### src/hw/adc_seq_pkg.sv
// Package with register map, field layout and timing constants
package adc_seq_pkg;
   localparam logic [7:0] OFS_CONTROL      = 8'h1F;
   localparam logic [7:0] OFS_RESULT       = 8'h1E;
   localparam logic [7:0] OFS_PORT_CFG     = 8'h9F;
   localparam logic [7:0] OFS_IRQ_STATUS   = 8'h20;
   localparam logic [7:0] OFS_IRQ_MASK     = 8'h21;
   localparam logic [7:0] OFS_MISC         = 8'h22;
   localparam int         BIT_POWER        = 0;
   localparam int         BIT_GO           = 2;
   localparam int         POS_CHANNEL      = 3;
   localparam int         POS_CLKSEL       = 6;
   localparam logic [7:0] CONTROL_WMASK    = 8'hFD;
   localparam logic [7:0] CONTROL_RESET    = 8'h00;
   localparam logic [2:0] PORT_CFG_RESET   = 3'h0;
   localparam logic [1:0] CLK_DIV2         = 2'h0;
   localparam logic [1:0] CLK_DIV8         = 2'h1;
   localparam logic [1:0] CLK_DIV32        = 2'h2;
   localparam logic [1:0] CLK_RC           = 2'h3;
   localparam logic [4:0] DIV2_HALF        = 5'h00;
   localparam logic [4:0] DIV8_HALF        = 5'h03;
   localparam logic [4:0] DIV32_HALF       = 5'h0F;
   localparam int         RESULT_BITS      = 8;
   localparam logic [3:0] CONV_PERIODS     = 4'h9;
   localparam logic [2:0] CHANNEL_MAX_SMALL = 3'h4;
   localparam logic [2:0] CHANNEL_MAX_LARGE = 3'h7;
   localparam logic [2:0] PCFG_EXT_REF_A   = 3'h1;
   localparam logic [2:0] PCFG_EXT_REF_B   = 3'h3;
   localparam logic [2:0] PCFG_EXT_REF_C   = 3'h5;
endpackage : adc_seq_pkg

### src/hw/sar_if.sv
// Interface between control logic and successive-approximation core
`timescale 1ns/1ps
interface sar_if;
   logic       tick;
   logic       start;
   logic       abort;
   logic       busy;
   logic       done;
   logic [7:0] result;
   logic [7:0] trial;
   logic       comp;
   modport ctrl (output tick, output start, output abort, output comp,
                 input busy, input done, input result, input trial);
   modport core (input tick, input start, input abort, input comp,
                 output busy, output done, output result, output trial);
endinterface : sar_if

### src/hw/adc_sequencer_control.sv
// Converter control block with Wishbone registers and interrupt
//
// The Wishbone interface to the registers was left to the implementer.
`timescale 1ns/1ps
module adc_sequencer_control
   import adc_seq_pkg::*;
#(
   parameter bit LARGE_VARIANT = 1'b1
)(
   input  wire logic       clk_i,
   input  wire logic       rst_i,
   input  wire logic       cyc_i,
   input  wire logic       stb_i,
   input  wire logic       we_i,
   input  wire logic [7:0] adr_i,
   input  wire logic [7:0] dat_i,
   input  wire logic       sel_i,
   output logic      [7:0] dat_o,
   output logic            ack_o,
   output logic            irq_o,
   input  wire logic       sleep_i,
   input  wire logic       rc_clk_i,
   input  wire logic       comp_i,
   output logic      [7:0] dac_code_o,
   output logic      [2:0] channel_o,
   output logic            sample_o,
   output logic            ext_ref_o,
   output logic      [7:0] analog_pins_o,
   output logic            power_o
);
   sar_if sar();

   logic [7:0] control_ff;
   logic [2:0] port_cfg_ff;
   logic       irq_status_ff;
   logic       irq_mask_ff;
   logic [7:0] dat_ff;
   logic       ack_ff;
   logic       irq_ff;
   logic [7:0] dac_ff;
   logic [2:0] chan_ff;
   logic       sample_ff;
   logic       ref_ff;
   logic [7:0] pins_ff;
   logic       power_ff;
   logic [4:0] div_cnt_ff;
   logic       div_clk_ff;
   logic       tick_ff;
   logic       rc_s1_ff;
   logic       rc_s2_ff;
   logic       rc_s3_ff;
   logic       comp_s1_ff;
   logic       comp_s2_ff;
   logic       sleep_s1_ff;
   logic       sleep_s2_ff;
   logic       nxt_tick;
   logic [4:0] half_lim;
   logic       wr_stb;
   logic       rd_stb;
   logic       go_write;
   logic       start_req;
   logic       halt;

   // Legal channel clamp for the smaller variant
   function automatic logic [2:0] clamp_channel(input logic [2:0] ch);
      if (!LARGE_VARIANT && ch > CHANNEL_MAX_SMALL) begin
         return CHANNEL_MAX_SMALL;
      end
      return ch;
   endfunction : clamp_channel

   // Analog pin map per port configuration code
   function automatic logic [7:0] analog_map(input logic [2:0] cfg);
      logic [7:0] m;
      m = 8'h00;
      case (cfg)
         3'h0:    m = 8'hFF;
         3'h1:    m = 8'hF7;
         3'h2:    m = 8'h1F;
         3'h3:    m = 8'h17;
         3'h4:    m = 8'h0B;
         3'h5:    m = 8'h03;
         default: m = 8'h00;
      endcase
      if (!LARGE_VARIANT) begin
         m = m & 8'h1F;
      end
      return m;
   endfunction : analog_map

   assign wr_stb    = cyc_i && stb_i && we_i && sel_i && !ack_ff;
   assign rd_stb    = cyc_i && stb_i && !we_i && !ack_ff;
   assign go_write  = wr_stb && adr_i == OFS_CONTROL;
   // Done cycle excluded so a finished conversion cannot restart before go clears
   assign start_req = control_ff[BIT_GO] && control_ff[BIT_POWER] && !sar.busy && !sar.done;
   // Sleep stops any conversion not clocked from RC
   assign halt      = sleep_s2_ff && control_ff[POS_CLKSEL +: 2] != CLK_RC;

   // Synchronisers for pin inputs
   always_ff @(posedge clk_i) begin
      if (rst_i) begin
         rc_s1_ff    <= 1'b0;
         rc_s2_ff    <= 1'b0;
         rc_s3_ff    <= 1'b0;
         comp_s1_ff  <= 1'b0;
         comp_s2_ff  <= 1'b0;
         sleep_s1_ff <= 1'b0;
         sleep_s2_ff <= 1'b0;
      end else begin
         rc_s1_ff    <= rc_clk_i;
         rc_s2_ff    <= rc_s1_ff;
         rc_s3_ff    <= rc_s2_ff;
         comp_s1_ff  <= comp_i;
         comp_s2_ff  <= comp_s1_ff;
         sleep_s1_ff <= sleep_i;
         sleep_s2_ff <= sleep_s1_ff;
      end
   end

   // Conversion clock source selection
   always_comb begin
      half_lim = DIV2_HALF;
      case (control_ff[POS_CLKSEL +: 2])
         CLK_DIV2:  half_lim = DIV2_HALF;
         CLK_DIV8:  half_lim = DIV8_HALF;
         CLK_DIV32: half_lim = DIV32_HALF;
         default:   half_lim = DIV2_HALF;
      endcase
      if (control_ff[POS_CLKSEL +: 2] == CLK_RC) begin
         nxt_tick = rc_s2_ff && !rc_s3_ff;
      end else begin
         nxt_tick = div_clk_ff && div_cnt_ff == half_lim;
      end
   end

   always_ff @(posedge clk_i) begin
      if (rst_i || !sar.busy) begin
         div_cnt_ff <= 5'h00;
         div_clk_ff <= 1'b0;
         tick_ff    <= 1'b0;
      end else begin
         tick_ff <= nxt_tick;
         if (div_cnt_ff == half_lim) begin
            div_cnt_ff <= 5'h00;
            div_clk_ff <= !div_clk_ff;
         end else begin
            div_cnt_ff <= div_cnt_ff + 5'h01;
         end
      end
   end

   assign sar.tick  = tick_ff;
   assign sar.start = start_req && !halt;
   assign sar.comp  = comp_s2_ff;
   // Clearing go or power, or a non-RC sleep, aborts
   assign sar.abort = sar.busy && (!control_ff[BIT_GO] || !control_ff[BIT_POWER] || halt);

   sar_core u_core (
      .clk_i (clk_i),
      .rst_i (rst_i),
      .sar   (sar)
   );

   // Main control register
   always_ff @(posedge clk_i) begin
      if (rst_i) begin
         control_ff <= CONTROL_RESET;
      end else if (go_write) begin
         control_ff <= dat_i & CONTROL_WMASK;
         control_ff[POS_CHANNEL +: 3] <= clamp_channel(dat_i[POS_CHANNEL +: 3]);
         if (!dat_i[BIT_POWER]) begin
            control_ff[BIT_GO] <= 1'b0;
         end
      end else if (sar.done) begin
         control_ff[BIT_GO] <= 1'b0;
      end
   end

   always_ff @(posedge clk_i) begin
      if (rst_i) begin
         port_cfg_ff <= PORT_CFG_RESET;
      end else if (wr_stb && adr_i == OFS_PORT_CFG) begin
         port_cfg_ff <= dat_i[2:0];
      end
   end

   // Done flag: hardware set wins over write-one-to-clear
   always_ff @(posedge clk_i) begin
      if (rst_i) begin
         irq_status_ff <= 1'b0;
      end else if (sar.done) begin
         irq_status_ff <= 1'b1;
      end else if (wr_stb && adr_i == OFS_IRQ_STATUS && dat_i[0]) begin
         irq_status_ff <= 1'b0;
      end
   end

   always_ff @(posedge clk_i) begin
      if (rst_i) begin
         irq_mask_ff <= 1'b0;
      end else if (wr_stb && adr_i == OFS_IRQ_MASK) begin
         irq_mask_ff <= dat_i[0];
      end
   end

   // Bus answer one cycle after request
   always_ff @(posedge clk_i) begin
      if (rst_i) begin
         ack_ff <= 1'b0;
         dat_ff <= 8'h00;
      end else begin
         ack_ff <= cyc_i && stb_i && !ack_ff;
         if (rd_stb) begin
            case (adr_i)
               OFS_CONTROL:    dat_ff <= control_ff;
               OFS_RESULT:     dat_ff <= sar.result;
               OFS_PORT_CFG:   dat_ff <= {5'h00, port_cfg_ff};
               OFS_IRQ_STATUS: dat_ff <= {7'h00, irq_status_ff};
               OFS_IRQ_MASK:   dat_ff <= {7'h00, irq_mask_ff};
               OFS_MISC:       dat_ff <= {6'h00, sar.busy, LARGE_VARIANT};
               default:        dat_ff <= 8'h00;
            endcase
         end
      end
   end

   // Analog side outputs
   always_ff @(posedge clk_i) begin
      if (rst_i) begin
         irq_ff    <= 1'b0;
         dac_ff    <= 8'h00;
         chan_ff   <= 3'h0;
         sample_ff <= 1'b0;
         ref_ff    <= 1'b0;
         pins_ff   <= 8'hFF;
         power_ff  <= 1'b0;
      end else begin
         irq_ff    <= irq_status_ff && irq_mask_ff;
         dac_ff    <= sar.trial;
         chan_ff   <= control_ff[POS_CHANNEL +: 3];
         sample_ff <= control_ff[BIT_POWER] && !halt && !sar.busy;
         ref_ff    <= port_cfg_ff == PCFG_EXT_REF_A || port_cfg_ff == PCFG_EXT_REF_B ||
                      port_cfg_ff == PCFG_EXT_REF_C;
         pins_ff   <= analog_map(port_cfg_ff);
         power_ff  <= control_ff[BIT_POWER] && !halt;
      end
   end

   assign dat_o         = dat_ff;
   assign ack_o         = ack_ff;
   assign irq_o         = irq_ff;
   assign dac_code_o    = dac_ff;
   assign channel_o     = chan_ff;
   assign sample_o      = sample_ff;
   assign ext_ref_o     = ref_ff;
   assign analog_pins_o = pins_ff;
   assign power_o       = power_ff;
endmodule : adc_sequencer_control

### src/hw/sar_core.sv
// Successive-approximation bit sequencer
`timescale 1ns/1ps
module sar_core
   import adc_seq_pkg::*;
(
   input  wire logic clk_i,
   input  wire logic rst_i,
   sar_if.core       sar
);
   logic [3:0] period_ff;
   logic [7:0] bits_ff;
   logic [7:0] pos_ff;
   logic       busy_ff;
   logic       done_ff;
   logic [7:0] result_ff;

   assign sar.busy   = busy_ff;
   assign sar.done   = done_ff;
   assign sar.result = result_ff;
   assign sar.trial  = bits_ff | pos_ff;

   // Nine periods: one sample then eight bit decisions
   always_ff @(posedge clk_i) begin
      done_ff <= 1'b0;
      if (rst_i || sar.abort) begin
         busy_ff   <= 1'b0;
         period_ff <= 4'h0;
         bits_ff   <= 8'h00;
         pos_ff    <= 8'h80;
      end else if (sar.start && !busy_ff) begin
         busy_ff   <= 1'b1;
         period_ff <= 4'h0;
         bits_ff   <= 8'h00;
         pos_ff    <= 8'h80;
      end else if (busy_ff && sar.tick) begin
         period_ff <= period_ff + 4'h1;
         if (period_ff != 4'h0) begin
            if (sar.comp) begin
               bits_ff <= bits_ff | pos_ff;
            end
            pos_ff <= pos_ff >> 1;
         end
         if (period_ff == CONV_PERIODS - 4'h1) begin
            busy_ff <= 1'b0;
            done_ff <= 1'b1;
         end
      end
   end

   always_ff @(posedge clk_i) begin
      if (rst_i) begin
         result_ff <= 8'h00;
      end else if (busy_ff && sar.tick && period_ff == CONV_PERIODS - 4'h1) begin
         result_ff <= sar.comp ? (bits_ff | pos_ff) : bits_ff;
      end
   end
endmodule : sar_core

### config.mk
export PLATFORM = sky130hd
export DESIGN_NAME = adc_sequencer_control
export DESIGN_NICKNAME = d
export VERILOG_FILES = /design/src/hw/adc_seq_pkg.sv /design/src/hw/sar_if.sv /design/src/hw/adc_sequencer_control.sv /design/src/hw/sar_core.sv
export SDC_FILE = /design/constraint.sdc
export NUM_CORES = 1
export LEC_CHECK = 0
export BUFFER_PORTS_ARGS = -buffer_cell sky130_fd_sc_hd__buf_4
export CAP_MARGIN = 20
export CELL_PAD_IN_SITES_DETAIL_PLACEMENT = 0
export CELL_PAD_IN_SITES_GLOBAL_PLACEMENT = 1
export CORE_MARGIN = 2
export CORE_UTILIZATION = 45
export CTS_BUF_LIST = sky130_fd_sc_hd__clkbuf_4 sky130_fd_sc_hd__clkbuf_8
export DETAILED_ROUTE_END_ITERATION = 8
export HOLD_SLACK_MARGIN = 0.05
export PLACE_DENSITY_LB_ADDON = 0.25
export REMOVE_ABC_BUFFERS = 1
export SLEW_MARGIN = 20
export SYNTH_ARGS = -nofsm -noshare
export SYNTH_HDL_FRONTEND = slang
export SYNTH_HIERARCHICAL = 1
export SYNTH_SLANG_ARGS = --single-unit
### constraint.sdc
create_clock -name clk_i -period 2.77 [get_ports clk_i]
set_clock_uncertainty 0.2 [all_clocks]
set_input_delay 0.4155 -clock clk_i [delete_from_list [all_inputs] [get_ports clk_i]]
set_output_delay 0.4155 -clock clk_i [all_outputs]
set_load 0.005 [all_outputs]
==> metrics.csv, run 1 <==
stage,metric,value,unit
clocking,Root Buffer,clkbuf_8,
critical_path,"delay-heaviest family, CP",simple AND/OR/NAND/NOR gates,
critical_path,crit path DAT,2.30,ns
drt,Via density,5.09,
die,Initial Utilization,46.5,%
drt,DRT Pass-1 Iters,6,
place,dpl cells,471,
timing,"Slew Viols, Final",0,
place,port bufs,56,
final_layout,most frequent cells in the layout,"dfxtp_1, buf_4, nor2_1, a21oi_1, nor2b_1",
die,DIE AREA,0.00825,sq mm
final_layout,layout cells sized above 1,27.1,%
timing,period utilization,80.4,%
critical_path,"slowest stage delay, CP",0.39,ns
place,GPL Wtd Cong,0.753,
critical_path,CP Capture Type,flip-flop,
synthesis,ys flop type,dfxtp_1,
timing,max_slew headroom,62.3,%
drt,number of remaining DRC errors,0,
drt,via count,2481,
grt,vias in the first global route,2327,
final_layout,Synth-to-Final Area Change,18.5,%
pwr,Peak supply drop,0.288,mV
final_layout,area of the multi-input gates,0.00155,sq mm
die,Chip Height,90.8,microns
clocking,Max Root-Sink Buffers,2,
synthesis,#FFs+latches synth,84,
synthesis,Post-synth EDFFs,0,
synthesis,Post-Synth XOR/XNOR Area,1.55,%
drt,Wirelength per Cell,13.9,microns
drt,DR iter-0 viols,146,
final_layout,NumNets Final,413,
critical_path,worst path bufs/invs,0,
synthesis,synthesized area per cell,10.1,sq um
synthesis,Ys Warns,6,
die,Top Ports,57,
place,pre-CTS setup slack,0.592,ns
hold_path,hold crit path type,in2reg,
drt,final WL,6.78,mm
die,Die W,90.8,microns
timing,setup violators final,0,
final_layout,fillers,698,
timing,f_max,449,MHz
clocking,setup repair bufs after CTS,0,
grt,pin count of the biggest net entering global routing,52,
timing,Hold WS,0.0700,ns
pwr,Power Density,542,mW/mm^2
clocking,Worst-path clk slew,0.09,ns
timing,final worst setup slack,0.542,ns
clocking,CTS H-Tree Depth,3,
critical_path,Setup CP Type,reg2reg,
final_layout,Reg area,0.00168,sq mm
clocking,CTS hold repair buffers,0,
clocking,CTS tree,built,
synthesis,Post-Syn Instances,335,
grt,gr usage total,16.9,%
drt,Antenna Violating Nets Remaining,0,
critical_path,CP Max Fanout,11,
run_status,status,"complete, no violations",
grt,global-route wire length before repair,11.2,mm
synthesis,Yosys cell types,52,
timing,worst-margin pin slew,0.564,ns
clocking,CTS buffer count,9,
clocking,CTS resizes,0,
clocking,CTS sink count,84,
critical_path,crit path cell chain,"ha_1, o21ai_0, nor3_1, nand2b_1, and2_1, o2bb2ai_1",
timing,minimum clock period,2.23,ns
synthesis,portion of netlist area occupied by mux cells,6.12,%
timing,Hold Fails Final Rpt,0,
pwr,Lkg Pwr,1.58,nW
timing,final setup TNS,0,ns
place,HPWL after DPL,4.63,mm
synthesis,largest family of logic cells by synthesized area,simple AND/OR/NAND/NOR gates,
flow_run,max-cap check violation count,0,
synthesis,"Seq/Total Area, Yosys",49.6,%
timing,RSZ-0062 raised after global routing,no,
synthesis,Synth Area in Simple Gates,21.6,%
die,FP Rows,31,
final_layout,"Cell Count, Final, Fillers Out",487,
final_layout,"most common cell after layout, fill and taps aside",dfxtp_1,
clocking,clk_lat worst skew,0.35,ns
critical_path,Crit-path slowest cell,o21ai_0,
grt,initial antenna violation count,0,
grt,final global-route overflow total,0,
synthesis,Post-Syn Area,0.00339,sq mm
synthesis,asr flop ratio synth,0,%
final_layout,# diodes,0,
synthesis,Compound-Gate Fraction of Synth Area,14.6,%
critical_path,Worst EP required,2.84,ns
die,total core area,0.00729,sq mm
synthesis,Post-Synth Adder-Cell Area,1.84,%
critical_path,Worst setup SP type,flip-flop,
==> synth_stat cells (4+ instances only) <==
| library cell | instances | share of area [%] |
|---|---|---|
| buf_4 | 4 | 0.89 |
| buf_6 | 4 | 1.3 |
| dfxtp_1 | 84 | 50 |
| a211oi_2 | 8 | 3.0 |
| buf_2 | 5 | 0.74 |
| nand3b_1 | 6 | 1.3 |
| o2bb2ai_1 | 12 | 3.1 |
| ha_1 | 5 | 1.8 |
| or2_2 | 9 | 1.7 |
| inv_1 | 8 | 0.89 |
| mux2i_1 | 14 | 4.1 |
| a22oi_1 | 6 | 1.3 |
| nand2b_1 | 17 | 3.1 |
| clkbuf_1 | 7 | 0.77 |
| nand2_1 | 11 | 1.2 |
| mux2_2 | 6 | 2.0 |
| nand3_1 | 17 | 2.5 |
| a21oi_1 | 23 | 3.4 |
| nor2b_1 | 21 | 3.9 |
| nor2_1 | 23 | 2.5 |
==> stage by stage <==
step	util, %	total power, mW	area (sq um)
5_1_grt	55.1	2.26	4020
3_5_place_dp	52.4	1.33	3820
3_3_place_gp	52.4	1.33	3820
2_1_floorplan	-	1.27	3260
6_report	55.1	2.18	4020
4_1_cts	55.1	2.20	4020
==> worst paths after layout <==
| kind | from | endpoint | slack [ns] | cells past startpoint |
|---|---|---|---|---|
| worst min-delay path | comp_i | comp_s1_ff | 0.07 | 2 |
| worst max-delay path | control_ff[6] | u_core/bits_ff[5] | 0.54 | 6 |
| worst max register to register | control_ff[6] | u_core/bits_ff[5] | 0.54 | 6 |
| worst min register to register | comp_s1_ff | comp_s2_ff | 0.25 | 1 |
==> power by group <==
part | internal (mW) | switching (mW) | total (mW) | leakage [nW]
registers | 1.21 | 0.00356 | 1.22 | 0.678
logic | 0.0416 | 0.0462 | 0.0877 | 0.802
clock network | 0.421 | 0.452 | 0.873 | 0.100
==> state kept, by name (all words and copies together), names as in the netlist, 4 cells and up <==
register	cells
u_core/bits_ff	8
analog_pins_o	4
div_cnt_ff	5
u_core/sar.result	8
dac_code_o	8
u_core/period_ff	4
dat_o	8
control_ff	7
u_core/pos_ff	8
==> layer usage <==
metal	share of wire, %	wire (microns)	vias up	track usage (%)
li1	-	-	1266	-
met1	49	3350	1147	23.1
met2	44	3010	58	25.7
met3	4.6	313	10	4.26
met4	1.7	115	0	6.44
met5	0	0	-	0
==> layout make-up <==
class                      count  share of cell area (%)
clock buffer                   9                    3.08
clock inverter                 7                    1.84
inverter                       8                   0.747
multi-input combinational    222                    38.6
sequential                    84                    41.8
tap                           99                    3.08
timing repair buffer          58                    10.8
==> logic make-up after synthesis <==
kind of cell,count (synthesis)
compound gates,64
xor+xnor,6
fa+ha+maj,5
buf+inv,29
flops,84
mux,20
simple gates,127
Power figures use the tool's default switching activity.
==> run 2: changes to the inputs <==
--- a/config.mk
+++ b/config.mk
@@ -10,7 +10,7 @@
 export CELL_PAD_IN_SITES_DETAIL_PLACEMENT = 0
 export CELL_PAD_IN_SITES_GLOBAL_PLACEMENT = 1
 export CORE_MARGIN = 2
-export CORE_UTILIZATION = 45
+export CORE_UTILIZATION = 40
 export CTS_BUF_LIST = sky130_fd_sc_hd__clkbuf_4 sky130_fd_sc_hd__clkbuf_8
 export DETAILED_ROUTE_END_ITERATION = 8
 export HOLD_SLACK_MARGIN = 0.05
==> constraint.sdc (replaced) <==
create_clock -name clk_i -period 1.9 [get_ports clk_i]
set_clock_uncertainty 0.2 [all_clocks]
set_input_delay 0.285 -clock clk_i [delete_from_list [all_inputs] [get_ports clk_i]]
set_output_delay 0.285 -clock clk_i [all_outputs]
set_load 0.005 [all_outputs]
==> metrics.csv, run 2 (same netlist as run 1, synthesis figures left out) <==
stage,metric,value,unit
pwr,Clock Power Share,42.7,%
clocking,CTS tree,built,
clocking,Root Buffer,clkbuf_8,
clocking,CTS H-Tree Depth,3,
critical_path,crit path DAT,1.95,ns
timing,Hold Fails Final Rpt,0,
final_layout,# diodes,0,
die,Top Ports,57,
critical_path,reg-to-reg endpoint,div_cnt_ff[3],
timing,setup violators final,1,
die,Die W,96.1,microns
clocking,Worst-path clk slew,0.09,ns
pwr,Peak supply drop,0.411,mV
pwr,Net Sw Power,0.757,mW
grt,pin count of the biggest net entering global routing,27,
final_layout,Synth-to-Final Area Change,28.4,%
final_layout,fillers,741,
timing,minimum clock period,1.90,ns
drt,DRT Pass-1 Iters,4,
critical_path,Worst setup SP type,flip-flop,
timing,"Slew Viols, Final",0,
die,total core area,0.00822,sq mm
pwr,sw frac,22.5,%
run_status,failing checks,setup timing,
critical_path,Crit-path slowest cell,or3b_4,
critical_path,WP depth,6,
flow_run,max-cap check violation count,0,
pwr,Seq pwr share,52.6,%
hold_path,hold crit path type,in2reg,
critical_path,reg-to-reg critical path startpoint,control_ff[6],
drt,Via density,5.00,
timing,RSZ-0062 raised after global routing,yes,
clocking,CTS sink count,84,
drt,Antenna Violating Nets Remaining,0,
pwr,Comb power frac,4.6,%
grt,final global-route overflow total,0,
drt,via count,2617,
timing,worst-margin pin slew,0.391,ns
place,pre-CTS setup slack,-0.152,ns
pwr,Lkg Pwr,1.74,nW
die,Initial Utilization,41.3,%
critical_path,CP startpoint,control_ff[6],
critical_path,"reg-to-reg slack, setup",-0.002,ns
critical_path,reg2reg path depth,6,
drt,final WL,7.27,mm
timing,period utilization,100,%
critical_path,crit path cell chain,"inv_2, ha_4, or3b_4, a221oi_4, or2_4, nor2_1",
critical_path,"delay-heaviest family, CP",simple AND/OR/NAND/NOR gates,
pwr,Power Density,773,mW/mm^2
die,Chip Height,96.1,microns
grt,gr usage total,16.5,%
critical_path,Setup CP Type,reg2reg,
clocking,clk_lat worst skew,0.35,ns
final_layout,layout cells sized above 1,32.1,%
timing,max_slew headroom,73.6,%
final_layout,NumNets Final,443,
clocking,Max Root-Sink Buffers,2,
drt,DR iter-0 viols,69,
place,GPL Wtd Cong,0.762,
grt,global-route wire length before repair,11.6,mm
die,FP Rows,33,
timing,final worst setup slack,-0.00176,ns
pwr,Power Internal,2.61,mW
critical_path,worst path bufs/invs,1,
drt,Wirelength per Cell,13.9,microns
place,port bufs,56,
critical_path,Worst EP required,1.95,ns
critical_path,CP endpoint,div_cnt_ff[3],
die,DIE AREA,0.00923,sq mm
timing,f_max,526,MHz
final_layout,"most common cell after layout, fill and taps aside",dfxtp_1,
critical_path,CP Capture Type,flip-flop,
drt,number of remaining DRC errors,0,
timing,Hold WS,0.0689,ns
grt,initial antenna violation count,0,
run_status,status,"finished, violations left",
critical_path,CP Max Fanout,5,
place,HPWL after DPL,5.08,mm
critical_path,"slowest stage delay, CP",0.38,ns
grt,vias in the first global route,2430,
final_layout,most frequent cells in the layout,"dfxtp_1, buf_4, a21oi_1",
clocking,CTS buffer count,9,
-- run 2: power groups by stage --
stage	registers, mW	logic, mW	clock network [mW]
after detailed placement	1.81	0.141	0
after floorplan	1.81	0.0434	0
after CTS	1.77	0.158	1.47
after global routing	1.77	0.171	1.57
after global placement	1.81	0.141	0
final	1.77	0.156	1.44
-- run 2: final cells by class --
type                            count  area, sq um  share of cell area (%)
Tap cell                          105          131                    3.02
Sequential cell                    84         1680                    38.7
Clock buffer                        9          124                    2.84
Multi-Input combinational cell    222         1600                    36.7
Clock inverter                      7          105                    2.41
Inverter                            8         30.0                   0.690
Timing Repair Buffer               88          683                    15.7
-- run 2: repair_timing --
| item | 4_1_cts | 5_1_grt |
|---|---|---|
| setup buffers | 1 | 0 |
| hold buffers | 9 | 0 |
| resized for setup | 8 | 5 |
| endpoints found under the hold margin | 8 | 0 |
| setup endpoints to repair | 22 | 19 |
| pin swaps | 2 | 4 |
-- run 2: worst min path at each step --
| stage | slack (ns) | startpoint | endpoint | depth (start not counted) |
|---|---|---|---|---|
| global placement | 0.23 | rc_s1_ff | rc_s2_ff | 1 |
| CTS | 0.06 | dat_i[4] | control_ff[4] | 3 |
| global route | 0.07 | dat_i[4] | control_ff[4] | 3 |
| finish | 0.07 | dat_i[4] | control_ff[4] | 3 |
| detailed placement | 0.24 | sleep_s1_ff | sleep_s2_ff | 1 |
| floorplan | 0.15 | rst_i | u_core/sar.result[0] | 1 |
-- run 2: worst reg2reg max path: stages, from the launching register on --
cell and delay [ns]:
dfxtp_2 0.36, inv_2 0.05, ha_4 0.25, or3b_4 0.38, a221oi_4 0.31, or2_4 0.20
nor2_1 0.05
-- run 2: per-stage QoR --
step	std cells	TNS, ns	cell area [sq um]	utilization [%]	power [mW]
after floorplan	314	-0.826	3260	-	1.86
after global placement	497	-0.524	3980	48.4	1.95
after detailed placement	497	-0.951	3980	48.4	1.95
after CTS	523	0	4330	52.7	3.40
after global routing	523	-0.257	4350	53.0	3.52
final	523	-0.00176	4350	53.0	3.37
-- run 2: routing by layer --
layer  wire (microns)  GRT usage [%]  part of all wire, %
met1             3380           21.5                   46
met5                0              0                    0
met2             3480           26.6                   48
met3              357           4.15                  4.9
met4               58           5.36                 0.80
